[config.mk]
export PLATFORM = sky130hd
export DESIGN_NAME = mdc_device_cmd
export DESIGN_NICKNAME = d
export VERILOG_FILES = /design/src/rtl/mdc_pkg.sv /design/src/rtl/mdc_angle_wrap.sv /design/src/rtl/mdc_device_cmd.sv
export VERILOG_INCLUDE_DIRS = /design/src /design/src/rtl
export SDC_FILE = /design/constraint.sdc
export NUM_CORES = 1
export LEC_CHECK = 0
export BUFFER_PORTS_ARGS = -buffer_cell sky130_fd_sc_hd__buf_4
export CAP_MARGIN = 5
export CORE_MARGIN = 1
export CORE_UTILIZATION = 30
export CTS_BUF_LIST = sky130_fd_sc_hd__clkbuf_8
export DETAILED_ROUTE_END_ITERATION = 7
export MAX_ROUTING_LAYER = met4
export PLACE_DENSITY_LB_ADDON = 0.12
export SETUP_SLACK_MARGIN = 0.05
export SYNTH_ARGS = -nofsm -noshare
export SYNTH_HDL_FRONTEND = slang
export SYNTH_HIERARCHICAL = 1
export SYNTH_SLANG_ARGS = --single-unit
[constraint.sdc]
create_clock -name clk -period 1.8 [get_ports clk]
set_input_delay 0.54 -clock clk [delete_from_list [all_inputs] [get_ports clk]]
set_output_delay 0.54 -clock clk [all_outputs]
set_load 0.01 [all_outputs]
[src/rtl/mdc_cfg.svh]
`ifndef MDC_CFG_SVH
`define MDC_CFG_SVH
// ==========================================================
// register offsets
`define MDC_OFS_DEVICE_COMMAND_CONTROL 8'hea
`define MDC_OFS_ALGORITHM_DEBUG_OVERRIDE_A 8'hec
`define MDC_OFS_ALGORITHM_DEBUG_OVERRIDE_B 8'hee
`define MDC_OFS_CURRENT_LOOP_GAINS 8'hf0
`define MDC_OFS_SPEED_LOOP_GAINS 8'hf2
`define MDC_OFS_ANALOG_OUT_CHANNEL_ONE 8'hf4
`define MDC_OFS_ANALOG_OUT_CHANNEL_TWO 8'hf6
// ==========================================================
// field positions of device_command_control
`define MDC_BIT_SAVE 31
`define MDC_BIT_RESTORE 30
`define MDC_BIT_FLT_CLR 29
`define MDC_BIT_RETRY_CLR 28
`define MDC_ANGLE_HI 19
`define MDC_ANGLE_LO 11
`define MDC_BIT_TICKLE 10
// ==========================================================
// reset values
`define MDC_RST_CMD 32'h0000_0000
`define MDC_RST_ZERO 32'h0000_0000
`define MDC_RST_DAC1 32'h0011_0000
`define MDC_RST_DAC2 32'h0000_0000
// ==========================================================
// angle wrap and timing
`define MDC_ANGLE_FULL 9'h168
`define MDC_NVM_WORDS 8
`define MDC_NVM_WORD_CYCLES 4
`endif

[src/rtl/mdc_pkg.sv]
package mdc_pkg;
  typedef enum logic [1:0] {MDC_NVM_IDLE, MDC_NVM_SAVE, MDC_NVM_LOAD} mdc_nvm_state_t;
endpackage

[src/rtl/mdc_angle_wrap.sv]
`timescale 1ns/1ps
`include "mdc_cfg.svh"
// ==========================================================
// angle modulo 360, one register stage
module mdc_angle_wrap import mdc_pkg::*; (
  // clock and reset
  input wire logic clk,
  input wire logic reset_n,
  // angle
  input wire logic [8:0] angle_in,
  output logic [8:0] angle_out
);
  typedef struct packed {
    logic [8:0] ang_r;
  } mdc_wrap_state_t;
  mdc_wrap_state_t st_r, st_nxt;
  always_comb begin
    st_nxt = st_r;
    // 9 bits reach 511, so one subtraction always suffices
    if (angle_in >= `MDC_ANGLE_FULL) begin
      st_nxt.ang_r = angle_in - `MDC_ANGLE_FULL; // see [RULE_04]
    end else begin
      st_nxt.ang_r = angle_in;
    end
  end
  always_ff @(posedge clk) begin
    if (!reset_n) begin
      st_r <= '0;
    end else begin
      st_r <= st_nxt;
    end
  end
  assign angle_out = st_r.ang_r;
  chk_angle_below_full: assert property (@(posedge clk) disable iff (!reset_n) st_r.ang_r < 9'h168) // see [RULE_04]
    else $error("wrapped angle not below 360");
endmodule // mdc_angle_wrap

[src/rtl/mdc_device_cmd.sv]
`timescale 1ns/1ps
`include "mdc_cfg.svh"
// Function
// [RULE_01] save bit copies shadow config to EEPROM
// [RULE_02] restore bit reloads EEPROM into shadow
// [RULE_03] bits 29/28 clear faults, retry count
// [RULE_04] angle field applied modulo 360 in align
// [RULE_05] tickle bit readable, device clears it
// [RULE_06] host refreshes tickle every watchdog interval; tb_top sets it only once, in t_tickle
// [RULE_07] host leaves unlisted offsets alone
// [RULE_08] save/restore bits drop when transfer done
module mdc_device_cmd import mdc_pkg::*; (
  // clock and reset
  input wire logic clk,
  input wire logic reset_n,
  // register port
  input wire logic reg_wr,
  input wire logic reg_rd,
  input wire logic [7:0] reg_addr,
  input wire logic [31:0] reg_wdata,
  output logic [31:0] reg_rdata,
  output logic reg_rvalid,
  // motor core
  input wire logic force_align_en,
  output logic [8:0] align_angle,
  output logic align_angle_valid,
  output logic fault_clear_all,
  output logic fault_retry_counter_clear,
  output logic watchdog_refresh,
  // nonvolatile store
  output logic nvm_busy,
  output logic nvm_we,
  output logic nvm_re,
  output logic [2:0] nvm_addr,
  output logic [31:0] nvm_wdata,
  input wire logic [31:0] nvm_rdata,
  // shadow configuration
  output logic [31:0] debug_override_b,
  output logic [31:0] current_loop_gains,
  output logic [31:0] speed_loop_gains,
  output logic [31:0] analog_out_one,
  output logic [31:0] analog_out_two
);
  typedef struct packed {
    logic save_r;
    logic restore_r;
    logic [8:0] angle_r;
    logic tickle_r;
    logic flt_clr_r;
    logic retry_clr_r;
    logic wd_r;
    mdc_nvm_state_t nvm_st_r;
    logic [2:0] widx_r;
    logic [1:0] wcnt_r;
    logic [31:0] dbg_a_r;
    logic [31:0] dbg_b_r;
    logic [31:0] cur_r;
    logic [31:0] spd_r;
    logic [31:0] dac1_r;
    logic [31:0] dac2_r;
    logic [31:0] rdata_r;
    logic rvalid_r;
    logic nvm_we_r;
    logic nvm_re_r;
    logic [2:0] nvm_addr_r;
    logic [31:0] nvm_wdata_r;
    logic [8:0] ang_out_r;
    logic ang_v_r;
    logic busy_r;
  } mdc_state_t;
  mdc_state_t st_r, st_nxt;
  logic [8:0] angle_wrapped;
  logic [31:0] cmd_word;
  logic [31:0] shadow_word;
  logic last_beat;
  // ==========================================================
  // angle wrap stage
  mdc_angle_wrap u_wrap (
    .clk(clk),
    .reset_n(reset_n),
    .angle_in(st_r.angle_r),
    .angle_out(angle_wrapped)
  );
  // ==========================================================
  // read view and shadow word selection
  always_comb begin
    cmd_word = '0;
    cmd_word[`MDC_BIT_SAVE] = st_r.save_r;
    cmd_word[`MDC_BIT_RESTORE] = st_r.restore_r;
    cmd_word[`MDC_BIT_TICKLE] = st_r.tickle_r;
    unique case (st_r.widx_r)
      3'h0: shadow_word = st_r.dbg_b_r;
      3'h1: shadow_word = st_r.cur_r;
      3'h2: shadow_word = st_r.spd_r;
      3'h3: shadow_word = st_r.dac1_r;
      3'h4: shadow_word = st_r.dac2_r;
      default: shadow_word = '0;
    endcase
    last_beat = (st_r.wcnt_r == 2'(`MDC_NVM_WORD_CYCLES - 1)) && (st_r.widx_r == 3'(`MDC_NVM_WORDS - 1));
  end
  // ==========================================================
  // next state
  always_comb begin
    st_nxt = st_r;
    st_nxt.flt_clr_r = 1'b0;
    st_nxt.retry_clr_r = 1'b0;
    st_nxt.wd_r = 1'b0;
    st_nxt.rvalid_r = 1'b0;
    st_nxt.nvm_we_r = 1'b0;
    st_nxt.nvm_re_r = 1'b0;
    // tickle is consumed the cycle after it is seen set
    if (st_r.tickle_r) begin
      st_nxt.tickle_r = 1'b0; // see [RULE_05]
      st_nxt.wd_r = 1'b1; // see [RULE_05]
    end
    if (reg_rd) begin
      st_nxt.rvalid_r = 1'b1;
      unique case (reg_addr)
        `MDC_OFS_DEVICE_COMMAND_CONTROL: st_nxt.rdata_r = cmd_word; // see [RULE_05]
        `MDC_OFS_ALGORITHM_DEBUG_OVERRIDE_B: st_nxt.rdata_r = st_r.dbg_b_r;
        `MDC_OFS_CURRENT_LOOP_GAINS: st_nxt.rdata_r = st_r.cur_r;
        `MDC_OFS_SPEED_LOOP_GAINS: st_nxt.rdata_r = st_r.spd_r;
        `MDC_OFS_ANALOG_OUT_CHANNEL_ONE: st_nxt.rdata_r = st_r.dac1_r;
        `MDC_OFS_ANALOG_OUT_CHANNEL_TWO: st_nxt.rdata_r = st_r.dac2_r;
        default: st_nxt.rdata_r = '0;
      endcase
    end
    if (reg_wr) begin
      unique case (reg_addr)
        `MDC_OFS_DEVICE_COMMAND_CONTROL: begin
          st_nxt.angle_r = reg_wdata[`MDC_ANGLE_HI:`MDC_ANGLE_LO];
          st_nxt.flt_clr_r = reg_wdata[`MDC_BIT_FLT_CLR]; // see [RULE_03]
          st_nxt.retry_clr_r = reg_wdata[`MDC_BIT_RETRY_CLR]; // see [RULE_03]
          if (reg_wdata[`MDC_BIT_TICKLE]) begin
            st_nxt.tickle_r = 1'b1; // see [RULE_05]
          end
          // a new save or restore is ignored while a transfer runs
          if (st_r.nvm_st_r == MDC_NVM_IDLE) begin
            if (reg_wdata[`MDC_BIT_SAVE]) begin
              st_nxt.save_r = 1'b1; // see [RULE_01]
              st_nxt.nvm_st_r = MDC_NVM_SAVE;
            end else if (reg_wdata[`MDC_BIT_RESTORE]) begin
              st_nxt.restore_r = 1'b1; // see [RULE_02]
              st_nxt.nvm_st_r = MDC_NVM_LOAD;
            end
            st_nxt.widx_r = '0;
            st_nxt.wcnt_r = '0;
          end
        end
        `MDC_OFS_ALGORITHM_DEBUG_OVERRIDE_A: st_nxt.dbg_a_r = reg_wdata;
        `MDC_OFS_ALGORITHM_DEBUG_OVERRIDE_B: st_nxt.dbg_b_r = reg_wdata;
        `MDC_OFS_CURRENT_LOOP_GAINS: st_nxt.cur_r = reg_wdata;
        `MDC_OFS_SPEED_LOOP_GAINS: st_nxt.spd_r = reg_wdata;
        `MDC_OFS_ANALOG_OUT_CHANNEL_ONE: st_nxt.dac1_r = reg_wdata;
        `MDC_OFS_ANALOG_OUT_CHANNEL_TWO: st_nxt.dac2_r = reg_wdata;
        default: ;
      endcase
    end
    // ==========================================================
    // eeprom transfer engine, one word per few cycles
    unique case (st_r.nvm_st_r)
      MDC_NVM_IDLE: ;
      MDC_NVM_SAVE, MDC_NVM_LOAD: begin
        st_nxt.wcnt_r = st_r.wcnt_r + 2'h1;
        if (st_r.wcnt_r == 2'h0) begin
          st_nxt.nvm_addr_r = st_r.widx_r;
          st_nxt.nvm_wdata_r = shadow_word;
          st_nxt.nvm_we_r = (st_r.nvm_st_r == MDC_NVM_SAVE); // see [RULE_01]
          st_nxt.nvm_re_r = (st_r.nvm_st_r == MDC_NVM_LOAD); // see [RULE_02]
        end
        if (st_r.wcnt_r == 2'(`MDC_NVM_WORD_CYCLES - 1)) begin
          st_nxt.widx_r = st_r.widx_r + 3'h1;
          if (st_r.nvm_st_r == MDC_NVM_LOAD) begin
            unique case (st_r.widx_r)
              3'h0: st_nxt.dbg_b_r = nvm_rdata; // see [RULE_02]
              3'h1: st_nxt.cur_r = nvm_rdata;
              3'h2: st_nxt.spd_r = nvm_rdata;
              3'h3: st_nxt.dac1_r = nvm_rdata;
              3'h4: st_nxt.dac2_r = nvm_rdata;
              default: ;
            endcase
          end
        end
        if (last_beat) begin
          st_nxt.nvm_st_r = MDC_NVM_IDLE;
          st_nxt.save_r = 1'b0; // see [RULE_08]
          st_nxt.restore_r = 1'b0; // see [RULE_08]
        end
      end
      default: st_nxt.nvm_st_r = MDC_NVM_IDLE;
    endcase
    // ==========================================================
    // output flops, busy follows the next state so it rises with the command
    st_nxt.ang_out_r = angle_wrapped;
    st_nxt.ang_v_r = force_align_en; // see [RULE_04]
    st_nxt.busy_r = (st_nxt.nvm_st_r != MDC_NVM_IDLE);
  end
  // ==========================================================
  // state register
  always_ff @(posedge clk) begin
    if (!reset_n) begin
      st_r <= '0;
      st_r.dac1_r <= `MDC_RST_DAC1;
      st_r.dac2_r <= `MDC_RST_DAC2;
      st_r.nvm_st_r <= MDC_NVM_IDLE;
    end else begin
      st_r <= st_nxt;
    end
  end
  // ==========================================================
  // output stage, all flops
  assign align_angle = st_r.ang_out_r;
  assign align_angle_valid = st_r.ang_v_r;
  assign nvm_busy = st_r.busy_r;
  assign reg_rdata = st_r.rdata_r;
  assign reg_rvalid = st_r.rvalid_r;
  assign fault_clear_all = st_r.flt_clr_r;
  assign fault_retry_counter_clear = st_r.retry_clr_r;
  assign watchdog_refresh = st_r.wd_r;
  assign nvm_we = st_r.nvm_we_r;
  assign nvm_re = st_r.nvm_re_r;
  assign nvm_addr = st_r.nvm_addr_r;
  assign nvm_wdata = st_r.nvm_wdata_r;
  assign debug_override_b = st_r.dbg_b_r;
  assign current_loop_gains = st_r.cur_r;
  assign speed_loop_gains = st_r.spd_r;
  assign analog_out_one = st_r.dac1_r;
  assign analog_out_two = st_r.dac2_r;
  // ==========================================================
  // checks
  chk_save_starts: assert property (@(posedge clk) disable iff (!reset_n)
    reg_wr && reg_addr == 8'hea && reg_wdata[31] && st_r.nvm_st_r == MDC_NVM_IDLE |=> st_r.save_r && st_r.nvm_st_r == MDC_NVM_SAVE) // see [RULE_01]
    else $error("save command not started");
  chk_save_writes: assert property (@(posedge clk) disable iff (!reset_n)
    $rose(st_r.save_r) |-> ##1 nvm_we) // see [RULE_01]
    else $error("save did not write store");
  chk_restore_reads: assert property (@(posedge clk) disable iff (!reset_n)
    $rose(st_r.restore_r) |-> ##1 nvm_re && !nvm_we) // see [RULE_02]
    else $error("restore did not read store");
  chk_fault_pulse: assert property (@(posedge clk) disable iff (!reset_n)
    reg_wr && reg_addr == 8'hea && reg_wdata[29] |=>
    fault_clear_all ##1 (!fault_clear_all || $past(reg_wr && reg_addr == 8'hea && reg_wdata[29]))) // see [RULE_03]
    else $error("fault clear not a single pulse");
  chk_retry_pulse: assert property (@(posedge clk) disable iff (!reset_n)
    reg_wr && reg_addr == 8'hea && reg_wdata[28] |=> fault_retry_counter_clear) // see [RULE_03]
    else $error("retry clear missing");
  chk_cmd_no_store: assert property (@(posedge clk) disable iff (!reset_n)
    reg_rd && reg_addr == 8'hea |=> reg_rdata[29:28] == 2'h0) // see [RULE_03]
    else $error("clear bits read back");
  chk_tickle_self_clear: assert property (@(posedge clk) disable iff (!reset_n)
    st_r.tickle_r && !(reg_wr && reg_addr == 8'hea && reg_wdata[10]) |=> !st_r.tickle_r && watchdog_refresh) // see [RULE_05]
    else $error("tickle not consumed");
  chk_align_follows: assert property (@(posedge clk) disable iff (!reset_n)
    force_align_en |=> align_angle_valid) // see [RULE_04]
    else $error("align valid not following enable");
  chk_transfer_ends: assert property (@(posedge clk) disable iff (!reset_n)
    $rose(st_r.save_r) |-> ##[1:40] !st_r.save_r) // see [RULE_08]
    else $error("save bit never dropped");
endmodule // mdc_device_cmd

=== Yosys cells after proc, flatten, opt, wreduce, memory -nomap -nowiden ===
Cells that the tools add are included.

* Flip-flop bits (word level): 304
* Input port bits: 77
* Output and inout port bits: 244
* Word-level logic and storage cells: 97

* Add/sub/neg operators: 3
* Magnitude comparators: 1
* Equal/unequal tests: 15
* Muxes and demuxes: 37
* Reduce and logical (&&, ||, !) cells: 15

{| class="wikitable"
|+ Operators by type and width
! cell !! count
|-
| $mux 160 || 3
|-
| $mux 32 || 11
|-
| $mux 199 || 1
|-
| $pmux 32 s6 || 1
|-
| $pmux 32 s5 || 1
|-
| $eq 8x8->1 const B || 7
|-
| $mux 14 || 2
|-
| $mux 7 || 2
|-
| $mux 2 || 6
|-
| $ge 9x9->1 const B || 1
|-
| $mux 9 || 1
|-
| $reduce_and 3->1 || 3
|-
| $sub 9x9->9 const B || 1
|-
| $reduce_bool 2->1 || 4
|-
| $eq 3x2->1 const B || 2
|-
| $eq 3x3->1 const B || 2
|-
| $mux 1 || 6
|-
| $reduce_and 2->1 || 3
|-
| $mux 5 || 1
|-
| $eq 2x2->1 const B || 2
|-
| $logic_not 2->1 || 2
|-
| $pmux 2 s2 || 1
|-
| $add 3x1->3 const B || 1
|-
| $eq 3x1->1 const B || 1
|-
| other kinds (6) || 6
|}

=== Depth between registers and ports, before layout ===
Gate-level depths: netlist (run 1).

* Depth in word-level cells: 9
* Gate-level depth with buffers: 9
* Gate-level depth less buffers: 6

=== Modules after synthesis ===
Netlist (run 1), hierarchy kept.

{| class="wikitable"
|+ Modules (own cells, without submodules)
! module !! instances !! cells each !! area each (um^2)
|-
| mdc_device_cmd || 1 || 1772 || 14406.3
|-
| mdc_angle_wrap || 1 || 46 || 409.1
|}

=== Least setup slack after synthesis (run 1) ===
No wires, ideal clock.

* Kind: register to register
* From: reg st_r[277] in the netlist's numbering
* To: reg st_r (netlist bit nvm_wdata[4])
* Arrival: 1.864 ns
* Required time: 1.684 ns
* Setup slack: -0.180 ns
* Cell stages (with the launch flop): 10
* Path buffers: 4
* Clock period less this slack: 1.980 ns
* Cells stage by stage: dfxtp_1 > clkbuf_1 > clkbuf_1 > inv_1 > ha_1 > clkbuf_1 > clkbuf_1 > a221oi_1 > o21ai_0 > o211a_1

* Cells in the longest elaborated chain, start to end: 2
* Elaborated cells between the ends (all ways): 6

{| class="wikitable"
|+ Ends and longest elaborated chain
! item !! RTL line !! text
|-
| start: declaration || mdc_device_cmd.sv:71 || <nowiki>mdc_state_t st_r, st_nxt;</nowiki>
|-
| start signal: assignment || mdc_device_cmd.sv:207 || <nowiki>st_r <= st_nxt;</nowiki>
|-
| $eq 3x3->1 (tied with other cells) || mdc_device_cmd.sv:91 || <nowiki>unique case (st_r.widx_r)</nowiki>
|-
| $pmux 32 s5 (*) || mdc_device_cmd.sv:91 ||
|}

Every way passes the cells marked *; elsewhere a longest branch is shown, timed or not.
A chain may end at the register's enable or synchronous reset.

=== Worst setup path after layout (run 1) ===
* From: reg st_r[278] in the netlist's numbering
* To: reg st_r (netlist bit speed_loop_gains[2])

* Cells in the longest elaborated chain, start to end: 4
* Elaborated cells between the ends (all ways): 6

{| class="wikitable"
|+ Ends and longest elaborated chain
! item !! RTL line !! text
|-
| $eq 2x2->1 || mdc_device_cmd.sv:161, mdc_device_cmd.sv:173 ||
|-
| $mux 160 || mdc_device_cmd.sv:173 || <nowiki>if (st_r.nvm_st_r == MDC_NVM_LOAD) begin</nowiki>
|-
| $mux 160 || mdc_device_cmd.sv:171 || <nowiki>if (st_r.wcnt_r == 2'(`MDC_NVM_WORD_CYCLES - 1)) begin</nowiki>
|-
| $mux 160 (*) || mdc_device_cmd.sv:161 || <nowiki>unique case (st_r.nvm_st_r)</nowiki>
|}

Marks and branches as above.

==> key figures, run 1 <==
Final layout
  – Layout cell share with drive strength beyond 1: a little over two fifths
  – Layout Cells excl Fill: around 2,700
  – Layout Utilization: between 40% and 50%
  – Filler cell count: 4,929
  – Commonest non-fill, non-tap cell in the layout: buf_4
  – Most frequent cells in the layout: buf_4 (423), nand2_1 (374), a31oi_1 (139)
  – Final Cell Area: ~20,000 µm²
  – Fin nets: 2,075
  – Synth-to-layout area growth: 35.1%

Place
  – Port Buf Inserts: between 300 and 400
  – Dpl ws: -0.338 ns
  – HPWL Detailed: 47,100 µm
  – Dpl cell area: 17,400 µm²
  – Placer congestion estimate: 0.863
  – Placed Instances: about 2,600

Global routing
  – Vias in the first global route: 14,300
  – GRT Total Usage: 27.7%
  – Largest net degree at the start of global routing: 58
  – Initial antenna violation count: 2
  – First-pass GRT wire length: 99,800 µm
  – GRT Residual Overflow: 0

Timing
  – Slew @ Worst Pin: 0.435 ns
  – Setup violations, final: 0
  – Setup_tns: 0 ns
  – Fin. Hold Viols: 0
  – Rel. slew slack: between 70% and 80%
  – Worst setup margin: approximately 0.018 ns
  – RSZ-0062 raised after global routing: yes
  – Final Max Tran Viols: 0
  – Final period util: 99.0%
  – Clk_skew: 0.0147 ns
  – Post-layout min period: 1.78 ns
  – Maximum clock rate: between 500 and 600 MHz

Detailed routing
  – DRC Markers: 2
  – Number of vias per cell: 5.56
  – WL final: slightly above 70,000 µm
  – Drt initial violations: 1,455
  – DR vias: 14,900
  – Number of iterations in the first detailed-routing pass: 8
  – Antenna-violating nets left: 0
  – WL/cell: 26.5 µm

Floorplan
  – Die Height: 224 µm
  – Core area: 48,800 µm²
  – Initial Util: 30.3%
  – Die width: between 200 and 250 µm
  – Rows: 81
  – # IOs: 321
  – Die area: 50,300 µm²

Outcome
  – Status: finished with violations
  – Failing checks: design-rule violations

Setup path
  – Worst-path cell chain: inv_2 -> ha_4 -> and4b_4 -> buf_6 -> nand2_8 -> buf_12 -> o21ai_4 -> a31oi_4
  – Crit start category: flop
  – WP data arrival: 2.30 ns
  – Max incr delay on CP: roughly 0.33 ns
  – Delay-heaviest family, CP: simple AND/OR/NAND/NOR gates
  – Buffers plus inverters on the worst setup path: 3
  – Crit-path max FO: 13
  – CP endpoint kind: flop
  – Critical path required time: about 2.3 ns
  – Slowest-stage cell, CP: dfxtp_2
  – CP Class: flop to flop

Power
  – Pleak: 8.08 nW
  – Cell Pwr Density: between 600 and 700 nW/µm²
  – Worst VDD drop: 0.439 mV

Clock network
  – Max H-tree Level: 2
  – Clk_lat worst skew: 0.63 ns
  – Hold-fix buffer count after cts: 0
  – CTS max path bufs: 3
  – TritonCTS Buffers: 54
  – Clock Sinks: 272
  – Worst-path clk slew: 0.06 ns
  – CTS tree: done
  – Clock root cell: clkbuf_8

Hold path
  – Worst hold-check path type: input pin to flop

Synthesis
  – Post-Syn Area per Cell: 8.15 µm²
  – Synth Instances: 1,818
  – Yosys reg bits: 272
  – Post-synth top area cell: dfxtp_1
  – EDFF count, synth: 0
  – Synth top area cells: dfxtp_1 (37%), buf_4 (12%), nand2_1 (9.6%), o21ai_0 (7.1%), a31oi_1 (6.8%)
  – Post-synth top area share: 36.8%
  – Cell area after synthesis: 14,800 µm²
  – Top FF cell, synth: dfxtp_1
  – Post-synthesis sequential area ratio: between 30% and 40%
  – Distinct cells, synth: 64
  – Syn nets: 1,908
  – Synth Warn #: 6
  – Post-synth ARST share: 0%

Flow run
  – Maxcap violations: 0
## cells by family after synthesis
| family | synth area share (%) |
|---|---|
| DFF | 36.8 |
| AOI/OAI and AO/OA | 24.7 |
| adders and majority gates | 1.10 |
| and+or+nand+nor | 16.6 |
| buffers and inverters | 17.1 |
| muxes | 3.77 |
## final timing paths
kind,from,depth (start not counted),slack (ns),end
setup / recovery,st_r[278],8,0.02,speed_loop_gains[2]
hold / removal,force_align_en,2,0.13,align_angle_valid
setup reg to reg,st_r[278],8,0.02,speed_loop_gains[2]
hold reg to reg,u_wrap/angle_out[0],1,0.43,align_angle[0]
## per-layer routing
metal / track usage (%) / wire, µm / vias up
li1: - / - / 6668
met1: 35.8 / 30000 / 7304
met2: 44.0 / 33100 / 780
met3: 4.18 / 5390 / 158
met4: 9.74 / 2530 / 0
met5: - / 0 / -
## through the flow
| step | hold WS, ns | total power [mW] |
|---|---|---|
| after floorplan | 0.412 | 6.51 |
| after global placement | 0.416 | 6.99 |
| after detailed placement | 0.419 | 6.99 |
| after CTS | 0.0738 | 13.5 |
| after global routing | 0.107 | 13.9 |
| final | 0.130 | 13.4 |
## Yosys cell counts, types with 10 or more instances
master	count
mux2i_1	22
a21oi_1	38
clkbuf_1	109
dfxtp_1	272
a221o_1	10
nor2_1	12
o211ai_1	16
a222oi_1	32
a221oi_1	33
and3_1	24
inv_1	16
nand3b_1	32
nor2b_1	15
o211a_1	32
a31oi_1	161
buf_4	241
buf_2	30
and2_1	17
ha_1	13
o21ai_0	209
nand2_1	378
## final cells by class
type | instances | area [µm²] | share of cell area, %
inverters | 17 | 63.8 | 0.319
clock inverters | 23 | 174 | 0.869
flip-flops and latches | 272 | 5710 | 28.5
repair buffers | 500 | 4640 | 23.2
clock buffers | 65 | 895 | 4.47
diodes | 2 | 5.00 | 0.0250
well taps | 664 | 831 | 4.15
multi-input cells | 1140 | 7710 | 38.5
## flip-flops by register name, indices dropped and copies added (netlist names), 3 cells and up
name and cells:
analog_out_one 32, analog_out_two 32, current_loop_gains 32, debug_override_b 32
nvm_wdata 32, reg_rdata 32, speed_loop_gains 32, st_r 16
align_angle 9, u_wrap/angle_out 9, cmd_word 3, nvm_addr 3
## where the power goes
part	leakage, nW	total [mW]	switching (mW)	internal [mW]
Clock	0.605	6.50	2.86	3.64
Sequential	2.28	6.00	0.0102	5.99
Combinational	5.20	0.903	0.542	0.361
Total	8.08	13.4	3.41	10.0
## repair_timing
action                                 4_1_cts  5_1_grt
setup buffers                               14        4
endpoints found under the hold margin        0        0
gates cloned                                 8        6
setup endpoints to repair                  326      167
resized for setup                          211      236
pin swaps                                   18       44
Power figures use the tool's default switching activity.
==> inputs of run 2 (changes only) <==
Settings changed: SYNTH_HIERARCHICAL 1 to default.
==> key figures, run 2 <==
Synthesis
  – Top FF cell, synth: dfxtp_1
  – Cell area after synthesis: 14,900 µm² (+0.31%)
  – Distinct cells, synth: 50 (-22%)
  – Post-synth ARST share: 0% (unchanged)
  – Post-synthesis sequential area ratio: 36.6% (-0.11 points)
  – EDFF count, synth: 0 (unchanged)
  – Synth top area cells: dfxtp_1 (37%), buf_4 (12%), o21ai_0 (7.9%), mux2i_1 (6.3%), nand2_1 (5.8%)
  – Post-Syn Area per Cell: 8.32 µm² (+2.1%)
  – Yosys reg bits: 272 (unchanged)
  – List of most frequent post-synthesis cells: dfxtp_1 (272), buf_4 (236), o21ai_0 (236)
  – Post-synth top area share: 36.6% (-0.11 points)
  – Synth Instances: 1,786 (-1.8%)
  – Synth Warn #: 0 (-6)
  – Syn nets: 1,876 (-1.7%)
  – Top-count cell post-synth: dfxtp_1
  – Post-synth top area cell: dfxtp_1

Final layout
  – Most frequent cells in the layout: buf_4 (403), nand2_1 (207), dfxtp_2 (145)
  – Synth-to-layout area growth: 29.5%
  – Commonest non-fill, non-tap cell in the layout: buf_4
  – Layout Utilization: 39.3% (-1.7 points)
  – Layout cell share with drive strength beyond 1: 40.4% (-2.6 points)
  – Filler cell count: 4,957 (+0.57%)
  – Fin nets: 2,002 (-3.5%)

Floorplan
  – Die area: 50,400 µm² (+0.31%)
  – Core area: 49,000 µm² (+0.21%)
  – Initial Util: 30.4% (+0.032 points)
  – Die width: 225 µm (+0.16%)
  – Die Height: 225 µm (+0.16%)
  – # IOs: 321 (unchanged)
  – Rows: 81 (unchanged)

Flow run
  – Maxcap violations: 0 (unchanged)

Power
  – Switch share: 25.6% (+0.17 points)
  – Pleak: 7.67 nW (-5.2%)
  – Worst VDD drop: 0.378 mV (-14%)
  – Tot Pwr: 13.5 mW (+0.60%)
  – Internal power: 10.0 mW (+0.37%)
  – Cell Pwr Density: 701 nW/µm² (+4.6%)
  – Clock power share: 48.6% (about the same)
  – NetSw: 3.46 mW (+1.3%)
  – Reg power frac: 44.7% (about the same)
  – Combinational Power Share: 6.7% (about the same)

Setup path
  – WP depth: 7 (-1)
  – Most used cell, CP: buf_12
  – CP Class: flop to flop
  – Worst-path cell chain: ha_2 -> ha_4 -> buf_12 -> buf_12 -> a221oi_1 -> o21ai_1 -> o211a_1
  – Critical path endpoint: nvm_wdata[23]
  – R2r endpoint: nvm_wdata[23]
  – Crit-path max FO: 11 (-2)
  – Slowest-stage cell, CP: dfxtp_2
  – Critical path required time: 2.33 ns (+0.02 ns)
  – Worst R2R Setup Slack: 0.07 ns (+0.05 ns)
  – Delay-heaviest family, CP: compound AO/OA/AOI/OAI gates
  – WP data arrival: 2.25 ns (-0.05 ns)
  – Reg2Reg Depth: 7 (-1)
  – Reg2reg start: st_r[275]
  – Max incr delay on CP: 0.35 ns (+0.02 ns)
  – CP endpoint kind: flop
  – Crit start category: flop
  – Buffers plus inverters on the worst setup path: 2 (-1)
  – Crit path from: st_r[275]

Global routing
  – Initial antenna violation count: 1 (-1)
  – GRT Total Usage: 26.8% (-0.94 points)
  – GRT Residual Overflow: 0 (unchanged)
  – Largest net degree at the start of global routing: 80 (+38%)
  – First-pass GRT wire length: 96,400 µm (-3.5%)
  – Vias in the first global route: 13,600 (-4.5%)

Clock network
  – Max H-tree Level: 2 (unchanged)
  – Clock Sinks: 272 (unchanged)
  – Hold-fix buffer count after cts: 0 (unchanged)
  – TritonCTS Buffers: 50 (-7.4%)
  – Clock root cell: clkbuf_8
  – Worst-path clk slew: 0.07 ns (about the same)
  – CTS tree: done
  – CTS max path bufs: 3 (unchanged)
  – Clk_lat worst skew: 0.63 ns (about the same)

Detailed routing
  – Number of iterations in the first detailed-routing pass: 8 (unchanged)
  – Antenna-violating nets left: 0 (unchanged)
  – DRC Markers: 0 (-2)
  – Number of vias per cell: 5.52 (-0.60%)
  – WL final: 69,100 µm (-2.8%)
  – Drt initial violations: 1,783 (+23%)
  – DR vias: 14,400 (-3.2%)
  – WL/cell: 26.5 µm (-0.11%)

Place
  – HPWL Detailed: 44,400 µm (-5.8%)
  – Dpl ws: -0.778 ns (-0.440 ns)
  – Port Buf Inserts: 320 (unchanged)
  – Placer congestion estimate: 0.841 (-2.5%)

Timing
  – Final Max Tran Viols: 0 (unchanged)
  – Worst setup margin: 0.0720 ns (+0.0541 ns)
  – Maximum clock rate: 579 MHz (+3.1%)
  – Clk_skew: 0.0314 ns (+0.0167 ns)
  – Final period util: 96.0% (-3.0 points)
  – RSZ-0062 raised after global routing: yes
  – Post-layout min period: 1.73 ns (-0.0541 ns)
  – Slew @ Worst Pin: 1.17 ns (+0.738 ns)
  – Rel. slew slack: 21.6% (-49 points)
  – Worst hold slack: 0.130 ns (+0.00000800 ns)
  – Fin. Hold Viols: 0 (unchanged)
  – Setup violations, final: 0 (unchanged)
  – Setup_tns: 0 ns (unchanged)

Hold path
  – Worst hold-check path type: input pin to flop

Outcome
  – Status: finished, final reports clean
## run 2: changes by cell type after synthesis, sizes merged, moves of 30 or more
| cell | before | now |
|---|---|---|
| mux2i | 22 | 94 |
| nand3b | 34 | 4 |
| a31oi | 161 | 96 |
| nand2 | 378 | 230 |
| a21oi | 38 | 84 |
## run 2: metal layers
| layer | up-vias | global-route usage, % | share of wire [%] |
|---|---|---|---|
| met5 | - | - | 0 |
| met4 | 0 | 9.63 | 3.3 |
| met3 | 124 | 4.38 | 7.3 |
| met2 | 697 | 42.9 | 47 |
| met1 | 7103 | 34.0 | 43 |
| li1 | 6505 | - | - |
## run 2: worst min path at each step
stage                             start           endpoint  slack (ns)  depth (start not counted)
floorplan           u_wrap.angle_out[0]     align_angle[0]        0.41                          1
global placement    u_wrap.angle_out[5]     align_angle[5]        0.42                          1
detailed placement  u_wrap.angle_out[8]     align_angle[8]        0.42                          1
CTS                      force_align_en  align_angle_valid        0.07                          2
global route             force_align_en  align_angle_valid         0.1                          2
finish                   force_align_en  align_angle_valid        0.13                          2
## run 2: cell families after synthesis
kind of cell / share of synthesized area, %
DFF: 36.6
adders and majority gates: 1.09
muxes: 6.94
AOI/OAI and AO/OA: 27.2
buffers and inverters: 16.3
and+or+nand+nor: 11.8
## run 2: what timing repair did
item                                    4_1_cts  5_1_grt
endpoints found under the setup margin      290      174
cloned                                        3        6
hold endpoints to repair                      0        0
gates resized for setup                     173      166
setup buffers                                 6        1
pin swaps                                     4        6
## run 2: power groups by stage
stage | logic, mW | clock network (mW) | registers (mW)
after detailed placement | 0.851 | 0 | 6.18
after CTS | 0.865 | 6.71 | 6.03
after floorplan | 0.338 | 0 | 6.17
final | 0.899 | 6.56 | 6.03
after global routing | 0.947 | 6.96 | 6.03
after global placement | 0.847 | 0 | 6.18
## run 2: area by class of cell
type                       instances  area (µm²)  area share [%]
antenna                            2        5.00          0.0260
clock buffer                      59         812            4.22
timing repair buffer             463        4190            21.8
multi-input combinational       1110        7440            38.6
sequential                       272        5660            29.4
clock inverter                    27         249            1.29
tap                              664         831            4.32
inverter                          15        56.3           0.293
## run 2: per-stage QoR
step                      area, µm²  std cells
after floorplan               15100       1786
after global placement        17400       2507
after global routing          19200       2611
final                         19200       2612
after CTS                     18900       2602
after detailed placement      17400       2507
## run 2: worst reg2reg max path: cells and delay by family (launching register included)
family	cells	cell delay, ns
flip-flops	1	0.35
buffers and inverters	2	0.29
AO/OA/AOI/OAI	3	0.57
adder cells (fa/ha/maj)	2	0.41
==> inputs of run 3 (changes only) <==
Settings changed: CTS_BUF_LIST sky130_fd_sc_hd__clkbuf_8 to default.
==> key figures, run 3 (same netlist as run 2, synthesis figures left out) <==
Floorplan
  – Die width: 225 µm (unchanged)
  – Initial Util: 30.4% (unchanged)
  – Rows: 81 (unchanged)
  – Core area: 49,000 µm² (unchanged)
  – Die Height: 225 µm (unchanged)
  – Die area: 50,400 µm² (unchanged)
  – # IOs: 321 (unchanged)

Detailed routing
  – DRC Markers: 0 (unchanged)
  – WL/cell: 26.8 µm (+1.4%)
  – Number of vias per cell: 5.57 (+0.87%)
  – Antenna-violating nets left: 0 (unchanged)
  – Met3 WL: 5120 µm (+1.7%)
  – Drt initial violations: 1,726 (-3.2%)
  – Met2 WL post-DR: 32,600 µm (+0.48%)
  – DR top layer: met4
  – Number of iterations in the first detailed-routing pass: 7 (-1)
  – DR vias: 14,400 (-0.014%)
  – WL final: 69,500 µm (+0.53%)
  – Wl on met1: 29,600 µm (+0.50%)

Timing
  – Maximum clock rate: 577 MHz (-0.36%)
  – Fin. Hold Viols: 0 (unchanged)
  – Clk_skew: 0.0163 ns (-0.0151 ns)
  – Post-layout min period: 1.73 ns (+0.00629 ns)
  – Setup_tns: 0 ns (unchanged)
  – Worst setup margin: 0.0658 ns (-0.00629 ns)
  – Rel. slew slack: 22.2% (+0.57 points)
  – Final Max Tran Viols: 0 (unchanged)
  – RSZ-0062 raised after global routing: yes
  – Setup violations, final: 0 (unchanged)
  – Final period util: 96.3% (+0.35 points)
  – Slew @ Worst Pin: 1.16 ns (-0.00848 ns)

Place
  – Placer congestion estimate: 0.841 (unchanged)
  – Port Buf Inserts: 320 (unchanged)
  – HPWL Detailed: 44,400 µm (unchanged)
  – Placed Instances: 2,507 (unchanged)
  – Dpl ws: -0.778 ns (unchanged)

Final layout
  – Most frequent cells in the layout: buf_4 (399), dfxtp_1 (263), nand2_1 (207)
  – Commonest non-fill, non-tap cell in the layout: buf_4
  – Multi-input logic area: 7400 µm² (-0.52%)
  – Fin nets: 1,991 (-0.55%)
  – Register area: 5460 µm² (-3.5%)
  – Filler cell count: 4,967 (+0.20%)
  – Layout Cells excl Fill: 2,589 (-0.88%)
  – Synth-to-layout area growth: 28.4%
  – Layout Utilization: 39.0% (-0.32 points)
  – Layout cell share with drive strength beyond 1: 31.7% (-8.7 points)

Clock network
  – TritonCTS Buffers: 36 (-28%)
  – Hold-fix buffer count after cts: 0 (unchanged)
  – Max H-tree Level: 2 (unchanged)
  – Clock Sinks: 272 (unchanged)
  – Clock root cell: clkbuf_16
  – CTS max path bufs: 3 (unchanged)
  – Clk_lat worst skew: 0.54 ns (-0.09 ns)
  – CTS tree: done
  – Worst-path clk slew: 0.06 ns (about the same)

Setup path
  – Worst-path cell chain: buf_4 -> or3b_4 -> or4_2 -> buf_6 -> nand2_1 -> a31oi_1
  – Slowest-stage cell, CP: or4_2
  – Crit start category: input pin
  – Crit-path max FO: 15 (+4)
  – Max incr delay on CP: 0.62 ns (+0.27 ns)
  – Critical path required time: 2.22 ns (-0.11 ns)
  – CP endpoint kind: flop
  – CP Class: input pin to flop
  – WP data arrival: 2.15 ns (-0.10 ns)

Hold path
  – Worst hold-check path type: input pin to flop

Global routing
  – First-pass GRT wire length: 95,000 µm (-1.4%)
  – Largest net degree at the start of global routing: 80 (unchanged)
  – GRT Total Usage: 26.5% (-0.34 points)
  – Initial antenna violation count: 1 (unchanged)
  – Vias in the first global route: 13,400 (-2.1%)
  – GRT Residual Overflow: 0 (unchanged)

Power
  – Cell Pwr Density: 718 nW/µm² (+2.4%)
  – Worst VDD drop: 0.436 mV (+15%)
  – Tot Pwr: 13.7 mW (+1.5%)
  – Pleak: 7.54 nW (-1.6%)

Flow run
  – Maxcap violations: 0 (unchanged)

Outcome
  – Status: finished, final reports clean
## run 3: where the power goes
group	internal [mW]	total, mW	leakage (nW)	switching [mW]
logic	0.334	0.894	4.81	0.560
clock network	3.92	6.76	0.539	2.84
registers	6.03	6.04	2.19	0.0119
total	10.3	13.7	7.54	3.41
## run 3: routing by layer
| layer | vias to the layer above | GRT usage (%) |
|---|---|---|
| li1 | 6495 | - |
| met1 | 7083 | 33.7 |
| met2 | 739 | 42.3 |
| met3 | 110 | 4.26 |
| met4 | 0 | 9.22 |
| met5 | - | - |
## run 3: cell type report
type,instances,area share [%]
clock inverter,11,0.308
timing repair buffer,466,22.3
sequential,272,28.6
clock buffer,50,5.32
antenna,1,0.0131
multi-input combinational,1110,38.8
tap,664,4.35
inverter,15,0.295
## run 3: timing repair
action                     4_1_cts  5_1_grt
setup endpoints to repair      141      177
gates resized for setup         14      123
pin swaps                        2        6
gates cloned                     2        9
setup buffers                    5        3
## run 3: path summary, 6_finish.rpt
path / to / slack (ns) / startpoint / depth (start not counted)
hold reg to reg: align_angle[8] / 0.43 / u_wrap.angle_out[8] / 1
setup / recovery: current_loop_gains[1] / 0.07 / reg_addr[3] / 6
setup reg to reg: analog_out_one[9] / 0.07 / st_r[279] / 7
hold / removal: align_angle_valid / 0.23 / force_align_en / 2
## run 3: critical path, delay by kind of cell
family          cells  cell delay [ns]
buf+inv             2             0.38
compound gates      1             0.07
simple gates        3             1.15
## run 3: through the flow
step	instance area, µm²	hold WS [ns]
finish	19100	0.227
detailed placement	17400	0.422
CTS	18600	0.197
global route	19100	0.216
floorplan	15100	0.412
global placement	17400	0.421
